$ cat src/core/mafb_pkg.sv
/*
  package of the monitor alarm flag bank: register offsets, bit positions,
  reset values and the carrier structs shared by the design files.
  assumes nothing of its surroundings.
*/
package mafb_pkg;

  // register offsets in module memory
  localparam logic [7:0] CORE_ALARM_OFFSET = 8'h70;
  localparam logic [7:0] AUX_ALARM_OFFSET = 8'h71;
  localparam logic [7:0] FAST_ALARM_OFFSET = 8'h72;

  // reset values
  localparam logic [7:0] CORE_ALARM_RESET = 8'h10;
  localparam logic [7:0] AUX_ALARM_RESET = 8'h00;
  localparam logic [7:0] FAST_ALARM_RESET = 8'h00;
  localparam logic [7:0] READ_IDLE = 8'h00;

  // core register bit positions
  localparam int TEMP_HI_BIT = 7;
  localparam int TEMP_LO_BIT = 6;
  localparam int VCC_HI_BIT = 5;
  localparam int VCC_LO_BIT = 4;
  localparam int MONITOR_INPUT_ONE_HI_BIT = 3;
  localparam int MONITOR_INPUT_ONE_LO_BIT = 2;
  localparam int MONITOR_INPUT_TWO_HI_BIT = 1;
  localparam int MONITOR_INPUT_TWO_LO_BIT = 0;
  // aux register bit positions
  localparam int MONITOR_INPUT_THREE_HI_BIT = 7;
  localparam int MONITOR_INPUT_THREE_LO_BIT = 6;
  localparam int MONITOR_INPUT_FOUR_HI_BIT = 5;
  localparam int MONITOR_INPUT_FOUR_LO_BIT = 4;
  localparam int FAULT_SUM_BIT = 0;
  // fast register bit positions
  localparam int HBIAS_BIT = 3;
  localparam int TX_POWER_OVER_FLAG_BIT = 1;
  localparam int TX_POWER_UNDER_FLAG_BIT = 0;

  // measurement channels
  localparam int CHAN_COUNT = 6;
  localparam int CHAN_TEMP = 0;
  localparam int CHAN_VCC = 1;
  localparam int CHAN_MONITOR_INPUT_ONE = 2;
  localparam int CHAN_MONITOR_INPUT_TWO = 3;
  localparam int CHAN_MONITOR_INPUT_THREE = 4;
  localparam int CHAN_MONITOR_INPUT_FOUR = 5;
  localparam int MEAS_WIDTH = 16;
  localparam int WARN_WIDTH = 12;

  // one completed conversion with its thresholds
  typedef struct packed {
    logic done;
    logic isSigned;
    logic [MEAS_WIDTH-1:0] result;
    logic [MEAS_WIDTH-1:0] highLimit;
    logic [MEAS_WIDTH-1:0] lowLimit;
  } mafb_conv_type;

  // fast comparator verdicts
  typedef struct packed {
    logic biasAbove;
    logic biasBelow;
    logic powerAbove;
    logic powerBelow;
  } mafb_fast_type;

  // host read port
  typedef struct packed {
    logic rdStrobe;
    logic wrStrobe;
    logic [7:0] addr;
    logic [7:0] wrData;
  } mafb_host_type;

  // read state machine
  typedef enum logic [1:0] {
    MAFB_IDLE = 2'b00,
    MAFB_LOOKUP = 2'b01,
    MAFB_ANSWER = 2'b11
  } mafb_rdstate_type;

endpackage

$ cat src/core/mafb_threshold_flag.sv
/*
  one high/low alarm pair updated on each completed conversion.
  assumes result and limits are stable while done is high.
*/
`timescale 1ns/10ps
module mafb_threshold_flag
  import mafb_pkg::*;
#(
  parameter logic HIGH_RESET = 1'b0,
  parameter logic LOW_RESET = 1'b0
) (
  input wire logic clk_sys,
  input wire logic sys_rst,
  input wire mafb_conv_type conv,
  input wire logic forceLow,
  output logic highFlag,
  output logic lowFlag
);

  typedef struct packed {
    logic high;
    logic low;
  } mafb_pair_type;

  mafb_pair_type state_reg;
  mafb_pair_type state_next;
  logic above;
  logic below;

  // signed for temperature, unsigned for voltages
  always_comb begin
    if (conv.isSigned) begin
      above = $signed(conv.result) > $signed(conv.highLimit);
      below = $signed(conv.result) < $signed(conv.lowLimit);
    end else begin
      above = conv.result > conv.highLimit;
      below = conv.result < conv.lowLimit;
    end
  end

  // refresh both flags per conversion; low held by power-on trip
  always_comb begin
    state_next = state_reg;
    if (conv.done) begin
      state_next.high = above;
      state_next.low = below;
    end
    if (forceLow) begin
      state_next.low = 1'b1;
    end
  end

  always_ff @(posedge clk_sys or posedge sys_rst) begin
    if (sys_rst) begin
      state_reg <= '{high: HIGH_RESET, low: LOW_RESET};
    end else begin
      state_reg <= state_next;
    end
  end

  assign highFlag = state_reg.high;
  assign lowFlag = state_reg.low;

endmodule

$ cat src/core/mafb_fast_flags.sv
/*
  fast-path alarms: high bias, transmit power over and under.
  assumes comparator verdicts are synchronous to clk_sys.
*/
`timescale 1ns/10ps
module mafb_fast_flags
  import mafb_pkg::*;
(
  input wire logic clk_sys,
  input wire logic sys_rst,
  input wire mafb_fast_type fast,
  input wire logic txDisable,
  output logic high_bias_fast_flag,
  output logic tx_power_over_flag,
  output logic tx_power_under_flag
);

  typedef struct packed {
    logic hbias;
    logic over;
    logic under;
  } mafb_fstate_type;

  mafb_fstate_type state_reg;
  mafb_fstate_type state_next;

  // set/clear per comparison; disable state clears all
  always_comb begin
    state_next = state_reg;
    if (fast.biasAbove) begin
      state_next.hbias = 1'b1;
    end else if (fast.biasBelow) begin
      state_next.hbias = 1'b0;
    end
    if (fast.powerAbove) begin
      state_next.over = 1'b1;
    end else if (fast.powerBelow) begin
      state_next.over = 1'b0;
    end
    if (fast.powerBelow) begin
      state_next.under = 1'b1;
    end else if (fast.powerAbove) begin
      state_next.under = 1'b0;
    end
    if (txDisable) begin
      state_next = '0;
    end
  end

  always_ff @(posedge clk_sys or posedge sys_rst) begin
    if (sys_rst) begin
      state_reg <= '0;
    end else begin
      state_reg <= state_next;
    end
  end

  assign high_bias_fast_flag = state_reg.hbias;
  assign tx_power_over_flag = state_reg.over;
  assign tx_power_under_flag = state_reg.under;

endmodule

$ cat src/core/mafb_monitor_alarm_flag_bank.sv
/*
  three read-only alarm registers of a transceiver monitor: slow threshold
  flags, fast trip flags and the transmit-fault summary, with a host read
  port into module memory.
  assumes the two-wire bus slave delivers byte reads as one-cycle strobes and
  that conversion done pulses and comparator verdicts are synchronous.
*/
// Summary of operation
// - each temperature conversion sets the high flag above the limit and clears it otherwise.
// - each temperature conversion sets the low flag below the limit and clears it otherwise.
// - each supply conversion sets the supply high flag above the limit and clears it otherwise.
// - supply low flag resets to one, is held while under power-on trip, and clears on a conversion at or above the limit.
// - each first monitor conversion updates its high and low flags.
// - each second monitor conversion updates its high and low flags.
// - third monitor high/low flags follow conversions and ignore transmit disable.
// - fourth monitor high/low flags follow conversions and ignore transmit disable.
// - fault summary is the OR of enabled alarms and warnings plus the unmaskable fast alarms and bias maximum.
// - high-bias flag follows its fast comparison and clears on transmit disable.
// - transmit-power over flag follows its fast comparison and clears on transmit disable.
// - transmit-power under flag follows its fast comparison and clears on transmit disable.
// - transmit disable is the pin ORed with the software disable bit.
`timescale 1ns/10ps
module mafb_monitor_alarm_flag_bank
  import mafb_pkg::*;
(
  input wire logic clk_sys,
  input wire logic sys_rst,
  input wire mafb_conv_type [CHAN_COUNT-1:0] conv,
  input wire logic power_on_analog_trip,
  input wire mafb_fast_type fast,
  input wire logic bias_max_flag,
  input wire logic txDisablePin,
  input wire logic soft_transmit_disable,
  input wire logic [WARN_WIDTH-1:0] warnFlags,
  input wire logic [WARN_WIDTH-1:0] warnEnable,
  input wire logic [WARN_WIDTH-1:0] alarmEnable,
  input wire mafb_host_type host,
  output logic [7:0] rdData,
  output logic rdValid,
  output logic rdHit,
  output logic transmit_fault_summary,
  output logic txDisableState
);

  typedef struct packed {
    mafb_rdstate_type rdState;
    logic [7:0] addr;
    logic [7:0] data;
    logic hit;
    logic fault;
  } mafb_state_type;

  mafb_state_type state_reg;
  mafb_state_type state_next;
  logic [CHAN_COUNT-1:0] highFlags;
  logic [CHAN_COUNT-1:0] lowFlags;
  logic hbiasFlag;
  logic overFlag;
  logic underFlag;
  logic txDisable;
  logic [WARN_WIDTH-1:0] alarmVector;
  logic [7:0] coreReg;
  logic [7:0] auxReg;
  logic [7:0] fastReg;

  // combined transmit-disable state
  assign txDisable = txDisablePin | soft_transmit_disable;

  // slow-path flag pairs, one per channel
  genvar ch;
  generate
    for (ch = 0; ch < CHAN_COUNT; ch++) begin : gChan
      mafb_threshold_flag #(
        .HIGH_RESET(1'b0),
        .LOW_RESET(ch == CHAN_VCC ? CORE_ALARM_RESET[VCC_LO_BIT] : 1'b0)
      ) uFlag (
        .clk_sys(clk_sys),
        .sys_rst(sys_rst),
        .conv(conv[ch]),
        .forceLow(ch == CHAN_VCC ? power_on_analog_trip : 1'b0),
        .highFlag(highFlags[ch]),
        .lowFlag(lowFlags[ch])
      );
    end
  endgenerate

  // fast-path flags
  mafb_fast_flags uFast (
    .clk_sys(clk_sys),
    .sys_rst(sys_rst),
    .fast(fast),
    .txDisable(txDisable),
    .high_bias_fast_flag(hbiasFlag),
    .tx_power_over_flag(overFlag),
    .tx_power_under_flag(underFlag)
  );

  // alarm vector in warning order for enable masking
  always_comb begin
    alarmVector = '0;
    for (int i = 0; i < CHAN_COUNT; i++) begin
      alarmVector[WARN_WIDTH-1-2*i] = highFlags[i];
      alarmVector[WARN_WIDTH-2-2*i] = lowFlags[i];
    end
  end

  // register images, reserved bits zero
  always_comb begin
    coreReg = '0;
    coreReg[TEMP_HI_BIT] = highFlags[CHAN_TEMP];
    coreReg[TEMP_LO_BIT] = lowFlags[CHAN_TEMP];
    coreReg[VCC_HI_BIT] = highFlags[CHAN_VCC];
    coreReg[VCC_LO_BIT] = lowFlags[CHAN_VCC];
    coreReg[MONITOR_INPUT_ONE_HI_BIT] = highFlags[CHAN_MONITOR_INPUT_ONE];
    coreReg[MONITOR_INPUT_ONE_LO_BIT] = lowFlags[CHAN_MONITOR_INPUT_ONE];
    coreReg[MONITOR_INPUT_TWO_HI_BIT] = highFlags[CHAN_MONITOR_INPUT_TWO];
    coreReg[MONITOR_INPUT_TWO_LO_BIT] = lowFlags[CHAN_MONITOR_INPUT_TWO];
    auxReg = '0;
    auxReg[MONITOR_INPUT_THREE_HI_BIT] = highFlags[CHAN_MONITOR_INPUT_THREE];
    auxReg[MONITOR_INPUT_THREE_LO_BIT] = lowFlags[CHAN_MONITOR_INPUT_THREE];
    auxReg[MONITOR_INPUT_FOUR_HI_BIT] = highFlags[CHAN_MONITOR_INPUT_FOUR];
    auxReg[MONITOR_INPUT_FOUR_LO_BIT] = lowFlags[CHAN_MONITOR_INPUT_FOUR];
    auxReg[FAULT_SUM_BIT] = state_reg.fault;
    fastReg = '0;
    fastReg[HBIAS_BIT] = hbiasFlag;
    fastReg[TX_POWER_OVER_FLAG_BIT] = overFlag;
    fastReg[TX_POWER_UNDER_FLAG_BIT] = underFlag;
  end

  // read machine and fault summary; writes are ignored
  always_comb begin
    state_next = state_reg;
    state_next.fault = (|(alarmVector & alarmEnable))
                     | (|(warnFlags & warnEnable))
                     | overFlag | underFlag
                     | bias_max_flag | hbiasFlag;
    case (state_reg.rdState)
      MAFB_IDLE: begin
        if (host.rdStrobe) begin
          state_next.addr = host.addr;
          state_next.rdState = MAFB_LOOKUP;
        end
      end
      MAFB_LOOKUP: begin
        state_next.hit = 1'b1;
        case (state_reg.addr)
          CORE_ALARM_OFFSET: state_next.data = coreReg;
          AUX_ALARM_OFFSET: state_next.data = auxReg;
          FAST_ALARM_OFFSET: state_next.data = fastReg;
          default: begin
            state_next.data = READ_IDLE;
            state_next.hit = 1'b0;
          end
        endcase
        state_next.rdState = MAFB_ANSWER;
      end
      MAFB_ANSWER: begin
        state_next.rdState = MAFB_IDLE;
      end
      default: begin
        state_next.rdState = MAFB_IDLE;
      end
    endcase
    // host.wrStrobe deliberately unused: registers are read only
  end

  always_ff @(posedge clk_sys or posedge sys_rst) begin
    if (sys_rst) begin
      state_reg <= '{rdState: MAFB_IDLE, addr: 8'h00, data: READ_IDLE,
                     hit: 1'b0, fault: 1'b0};
    end else begin
      state_reg <= state_next;
    end
  end

  assign rdData = state_reg.data;
  assign rdValid = (state_reg.rdState == MAFB_ANSWER);
  assign rdHit = state_reg.hit;
  assign transmit_fault_summary = state_reg.fault;
  assign txDisableState = txDisable;

endmodule

$ cat config.mk
export PLATFORM = sky130hd
export DESIGN_NAME = mafb_monitor_alarm_flag_bank
export DESIGN_NICKNAME = d
export VERILOG_FILES = /design/src/core/mafb_pkg.sv /design/src/core/mafb_threshold_flag.sv /design/src/core/mafb_fast_flags.sv /design/src/core/mafb_monitor_alarm_flag_bank.sv
export SDC_FILE = /design/constraint.sdc
export NUM_CORES = 1
export LEC_CHECK = 0
export BUFFER_PORTS_ARGS = -buffer_cell sky130_fd_sc_hd__buf_4
export CAP_MARGIN = 10
export CORE_AREA = 8 8 141 143
export DETAILED_ROUTE_END_ITERATION = 6
export DIE_AREA = 0 0 149 151
export HOLD_SLACK_MARGIN = 0.06
export PLACE_DENSITY_LB_ADDON = 0.2
export REMOVE_ABC_BUFFERS = 1
export SYNTH_ARGS = -nofsm -noshare
export SYNTH_HDL_FRONTEND = slang
export SYNTH_SLANG_ARGS = --single-unit
$ cat constraint.sdc
create_clock -name clk_sys -period 4.4 [get_ports clk_sys]
set_clock_uncertainty 0.1 [all_clocks]
set_input_delay 0.44 -clock clk_sys [delete_from_list [all_inputs] [get_ports clk_sys]]
set_output_delay 0.44 -clock clk_sys [all_outputs]
set_load 0.01 [all_outputs]
* After elaboration in Yosys (flattened, before gate mapping)
Cells that the tools add are included.
Storage, ports and cells: bits in registers 35, bits of input ports 364, output and inout bits 12, word-level logic and storage cells 91
Operators by class: magnitude comparators 24, equality and inequality tests 6, multiplexer cells 25, bitwise gates (word level) 8, reduce and logical (&&, ||, !) cells 8
Operators by type and width (count):
- $gt 16x16->1 | 12
- $lt 16x16->1 | 12
- $and 12x12->12 | 2
- $eq 8x7->1 const B | 3
- $pmux 8 s3 | 1
- $reduce_or 12->1 | 2
- $mux 1 | 21
- $mux 10 | 1
- $or 1x1->1 | 6
- $reduce_bool 3->1 | 2
- $pmux 2 s2 | 1
- $mux 3 | 1
- $reduce_or 3->1 | 1
- $eq 2x1->1 const B | 1
- $eq 2x2->1 const B | 1
- $logic_not 2->1 | 1
- $ne 2x2->1 const B | 1
- $reduce_and 2->1 | 1
- $reduce_bool 2->1 | 1

* Logic depth before layout (Yosys ltp)
depth in word-level cells 7, depth in mapped cells 8, depth with buffers taken out 8

* Cells and area by module
A second synthesis with hierarchy kept.
Second synthesis, totals: cell total of the unflattened synthesis 826, area total of the unflattened synthesis 6582.6 µm²
By module, submodules not included:
- mafb_threshold_flag (gChan[0].uFlag ...) | instances 5, cells each 119, area each 892.1 µm², seq. area each 50.0 µm²
- mafb_monitor_alarm_flag_bank | instances 1, cells each 99, area each 1104.8 µm², seq. area each 500.5 µm²
- mafb_threshold_flag (gChan[1].uFlag) | instances 1, cells each 119, area each 893.4 µm², seq. area each 51.3 µm²
- mafb_fast_flags | instances 1, cells each 13, area each 123.9 µm², seq. area each 75.1 µm²

* Least setup slack after synthesis
OpenSTA, ideal clock, no wires.
path type in2reg, from input conv[231] in the netlist's numbering, to register gChan[4].uFlag.state_reg, in the netlist gChan[4].uFlag.highFlag, library setup time 0.123 ns, data arrival time 1.936 ns, data required time 4.177 ns, path slack 2.241 ns, stages on the path 7, buffers on the path 0, cell sequence inv_1 ha_1 nand4_2 or4_4 o2111ai_2 mux2i_1 o2bb2ai_2
Between the ends: longest elaborated chain between the ends 2, elaborated cells on any way between the ends 3, classes of those cells 2 x order compare; 1 x mux
Ends and longest elaborated chain:
- from (decl) | RTL line mafb_monitor_alarm_flag_bank.sv:28 | input wire mafb_conv_type [CHAN_COUNT-1:0] conv,
- $gt 16x16->1, on equally long branches | RTL line mafb_threshold_flag.sv:36, mafb_threshold_flag.sv:33
- $mux 1 * | RTL line mafb_threshold_flag.sv:32 | if (conv.isSigned) begin
- to (signal assigned) | RTL line mafb_threshold_flag.sv:55 | state_reg <= '{high: HIGH_RESET, low: LOW_RESET};
- to (signal assigned) | RTL line mafb_threshold_flag.sv:57 | state_reg <= state_next;
- to (decl) | RTL line mafb_threshold_flag.sv:25 | mafb_pair_type state_reg;
Every way passes the cells marked *; elsewhere a longest branch is shown, timed or not. A chain may end at the register's enable or synchronous reset.

* Final worst setup path
from register state_reg[19] in the netlist's numbering, to register state_reg, in the netlist rdData[2]
Between the ends: longest elaborated chain between the ends 1
Ends and longest elaborated chain:
- from (decl) | RTL line mafb_monitor_alarm_flag_bank.sv:53 | mafb_state_type state_reg;
- from (signal assigned) | RTL line mafb_monitor_alarm_flag_bank.sv:169 | state_reg <= '{rdState: MAFB_IDLE, addr: 8'h00, data: READ_IDLE,
- from (signal assigned) | RTL line mafb_monitor_alarm_flag_bank.sv:172 | state_reg <= state_next;
- $eq 2x1->1 | RTL line mafb_monitor_alarm_flag_bank.sv:137 | case (state_reg.rdState)
Every way passes these cells.

==> summary.md <==
| Metric | Value |
|---|---|
| Outcome | `finished, final reports clean` |
| Worst EP required | `between 4 and 5 ns` |
| Leakage | `approximately 0.0057 uW` |
| Post-Syn Area per Cell | `~8 um^2` |
| Die area | `22,500 um^2` |
| WL/cell | `roughly 16 um` |
| CTS tree | `built` |
| CORE AREA | `approximately 18,000 um^2` |
| Final min period | `about 2.1 ns` |
| Yosys cell types | `62` |
| Share of post-route cells with drive strength above 1 | `33.0%` |
| DRT Pass-1 Iters | `4` |
| Tcrit/Tclk final | `slightly below 50%` |
| Highest net fanout along the worst path | `12` |
| Hold buffer count at CTS | `0` |
| 1st-iter DRT viols | `around 120` |
| Initial Utilization | `36.6%` |
| Worst Path Class, Setup | `flip-flop to flip-flop` |
| Postcts setup bufs | `0` |
| Initial antenna violation count | `0` |
| H-Tree Level Count | `2` |
| Mapped Cells | `810` |
| Cts repair resizes | `0` |
| Top-area cell type share of the netlist area | `36.0%` |
| Global-route wire length before repair | `34,400 um` |
| Synth area leader | `ha_1` |
| Final setup fails | `0` |
| DRC viols | `0` |
| N_diodes | `0` |
| Final hold violation count | `0` |
| Bufs on Longest Clock Path | `2` |
| Post-synth EDFFs | `0` |
| Total grt overflow | `0` |
| Area Overhead vs Synth | `47.9%` |
| Synth area leaders | `ha_1 (36%), dfrtp_1 (13%), inv_1 (12%)` |
| I/O pin cnt | `between 300 and 400` |
| RSZ-0062 raised after global routing | `no` |
| FFs w/ async S/R, synth | `100%` |
| Die Width | `about 150 um` |
| Post-DP Area | `~9400 um^2` |
| Root buffer cell | `clkbuf_16` |
| Syn. warnings | `0` |
| Slew Limit Fails | `0` |
| Register area share after synthesis | `13.6%` |
| VDD IR max | `around 0.14 mV` |
| TritonCTS Buffers | `5` |
| Worst slew pin tran | `0.803 ns` |
| DP Wirelength | `between 20,000 and 25,000 um` |
| Max Freq | `~470 MHz` |
| Port Buffers | `roughly 370` |
| Die H | `roughly 150 um` |
| Arrival @ worst endpoint | `between 2 and 2.5 ns` |
| Worst path cell trace | `nand2b_1 > or3_1 > nand2b_1 > o31ai_1` |
| Placer Congestion | `just under 0.9` |
| Hold slack final | `between 0.2 and 0.25 ns` |
| Clk slew on worst S/H paths | `~0.060 ns` |
| Clock latency on the worst-skew pair | `between 0.2 and 0.3 ns` |
| CP Launch Type | `flip-flop` |
| Critical path's most frequent cell | `nand2b_1` |
| Largest net degree at the start of global routing | `36` |
| Final WL | `22,100 um` |
| Vias/cell | `a little under 5` |
| Worst slew margin | `approximately 46%` |
| Crit path from | `state_reg[19]` |
| Core Rows | `about 50` |
| Mapped Area | `about 6500 um^2` |
| Filler cells | `approximately 1,800` |
| Worst reg2reg startpoint | `state_reg[19]` |
| Post-synthesis register bit count | `35` |
| Vias in the first global route | `7,158` |
| # clock sinks | `35` |
| Max-Cap Viols | `0` |
| Setup TNS Final | `0 ns` |
| Fin area | `roughly 9600 um^2` |
| Power per Cell Area | `174 nW/um^2` |
| Worst min-delay path class | `input port to async pin` |
| Crit path largest cell delay | `about 0.56 ns` |
| Most used DFF post-synth | `dfrtp_1` |
| Crit. End Element | `flip-flop` |
| Vias | `~6,800` |
| Post-DRT Antenna Nets | `0` |
| Slowest CP cell | `or3_1` |
| Cell depth of the worst flop-to-flop path | `4` |
| Number of flip-flops under the largest register name | `10` |
| Nets | `1,722` |
| Total GRT Usage | `18.9%` |
kinds of logic after synthesis:
family / count (synthesis) / share of synthesized area [%]
AND/OR/NAND/NOR: 149 / 12.7
multiplexers: 15 / 2.46
buffers and inverters: 218 / 13.1
adder cells (fa/ha/maj): 186 / 36.0
flip-flops: 35 / 13.6
AO/OA/AOI/OAI: 204 / 21.8
XOR/XNOR: 3 / 0.406
synthesized netlist by cell type (all sizes together) (4+ instances only):
library cell / instances
mux2: 7
nand3: 7
nand4: 33
o21ai: 28
a31oi: 4
o211ai: 7
a22oi: 6
ha: 186
dfrtp: 34
a21oi: 57
a21o: 43
nor2b: 11
a211oi: 6
a31o: 4
o2111ai: 6
mux2i: 8
a21boi: 5
o31ai: 6
nor2: 25
o311ai: 4
buf: 8
nand2: 31
nand2b: 13
inv: 207
a2111oi: 6
and4: 5
layout by cell type (no fill, tap or decap), drive strengths merged, types with 3 or more instances in the layout:
cell type	count
a22o	3
nor2	25
buf	366
a221oi	3
o31ai	6
a22oi	6
a21boi	5
or4	3
o211ai	7
nand2b	13
a21o	43
nand4	33
o21ai	28
nand2	31
ha	186
nand4b	3
nor2b	11
a211oi	6
mux2	7
mux2i	8
o2111ai	6
nor4	3
or2	3
dfrtp	34
a2111oi	6
a21oi	57
nor3	3
and4	5
inv	207
a31oi	4
o311ai	4
a31o	4
clkbuf	7
nand3	7
o41ai	3
stage by stage:
step | worst slack (ns) | power [uW] | cells | util [%]
2_1_floorplan | 2.24 | 913 | 799 | -
3_3_place_gp | 2.02 | 1330 | 1394 | 53.4
3_5_place_dp | 2.01 | 1340 | 1394 | 53.4
4_1_cts | 2.20 | 1690 | 1402 | 54.2
5_1_grt | 2.05 | 1830 | 1402 | 54.2
6_report | 2.28 | 1660 | 1402 | 54.2
final cells by class:
| type | count | area (um^2) | area share, % |
|---|---|---|---|
| clock buffers | 7 | 133 | 1.39 |
| well taps | 229 | 287 | 2.99 |
| flip-flops and latches | 35 | 877 | 9.16 |
| inverters | 207 | 777 | 8.12 |
| clock inverters | 1 | 5.00 | 0.0523 |
| repair buffers | 366 | 2750 | 28.7 |
| multi-input cells | 557 | 4740 | 49.6 |
path summary, 6_finish.rpt:
kind	end	slack, ns
min reg2reg	state_reg[18]	0.37
min in group clk_sys	uFast.high_bias_fast_flag	0.28
max reg2reg	rdData[2]	2.28
max in group asynchronous	state_reg[12]	3.50
max	rdData[2]	2.28
min	gChan[5].uFlag.highFlag	0.21
metal layers:
layer	track usage, %	up-vias	share of wire [%]
met5	0	-	0
met1	21.0	2982	40
met4	3.48	0	1.4
met3	6.51	18	8.9
met2	34.5	217	50
li1	-	3575	-
power breakdown:
part	internal (uW)	total, uW	switching, uW	leakage (uW)
registers	392	469	77.2	0.000436
logic	483	856	374	0.00522
clock network	209	338	128	0.0000679
critical path: cells and delay by family, from the launching register on:
kind	cells	cell delay, ns
DFF	1	0.40
and+or+nand+nor	3	1.30
AOI/OAI and AO/OA	1	0.23
Note: power is estimated with default switching activity, not from simulation.
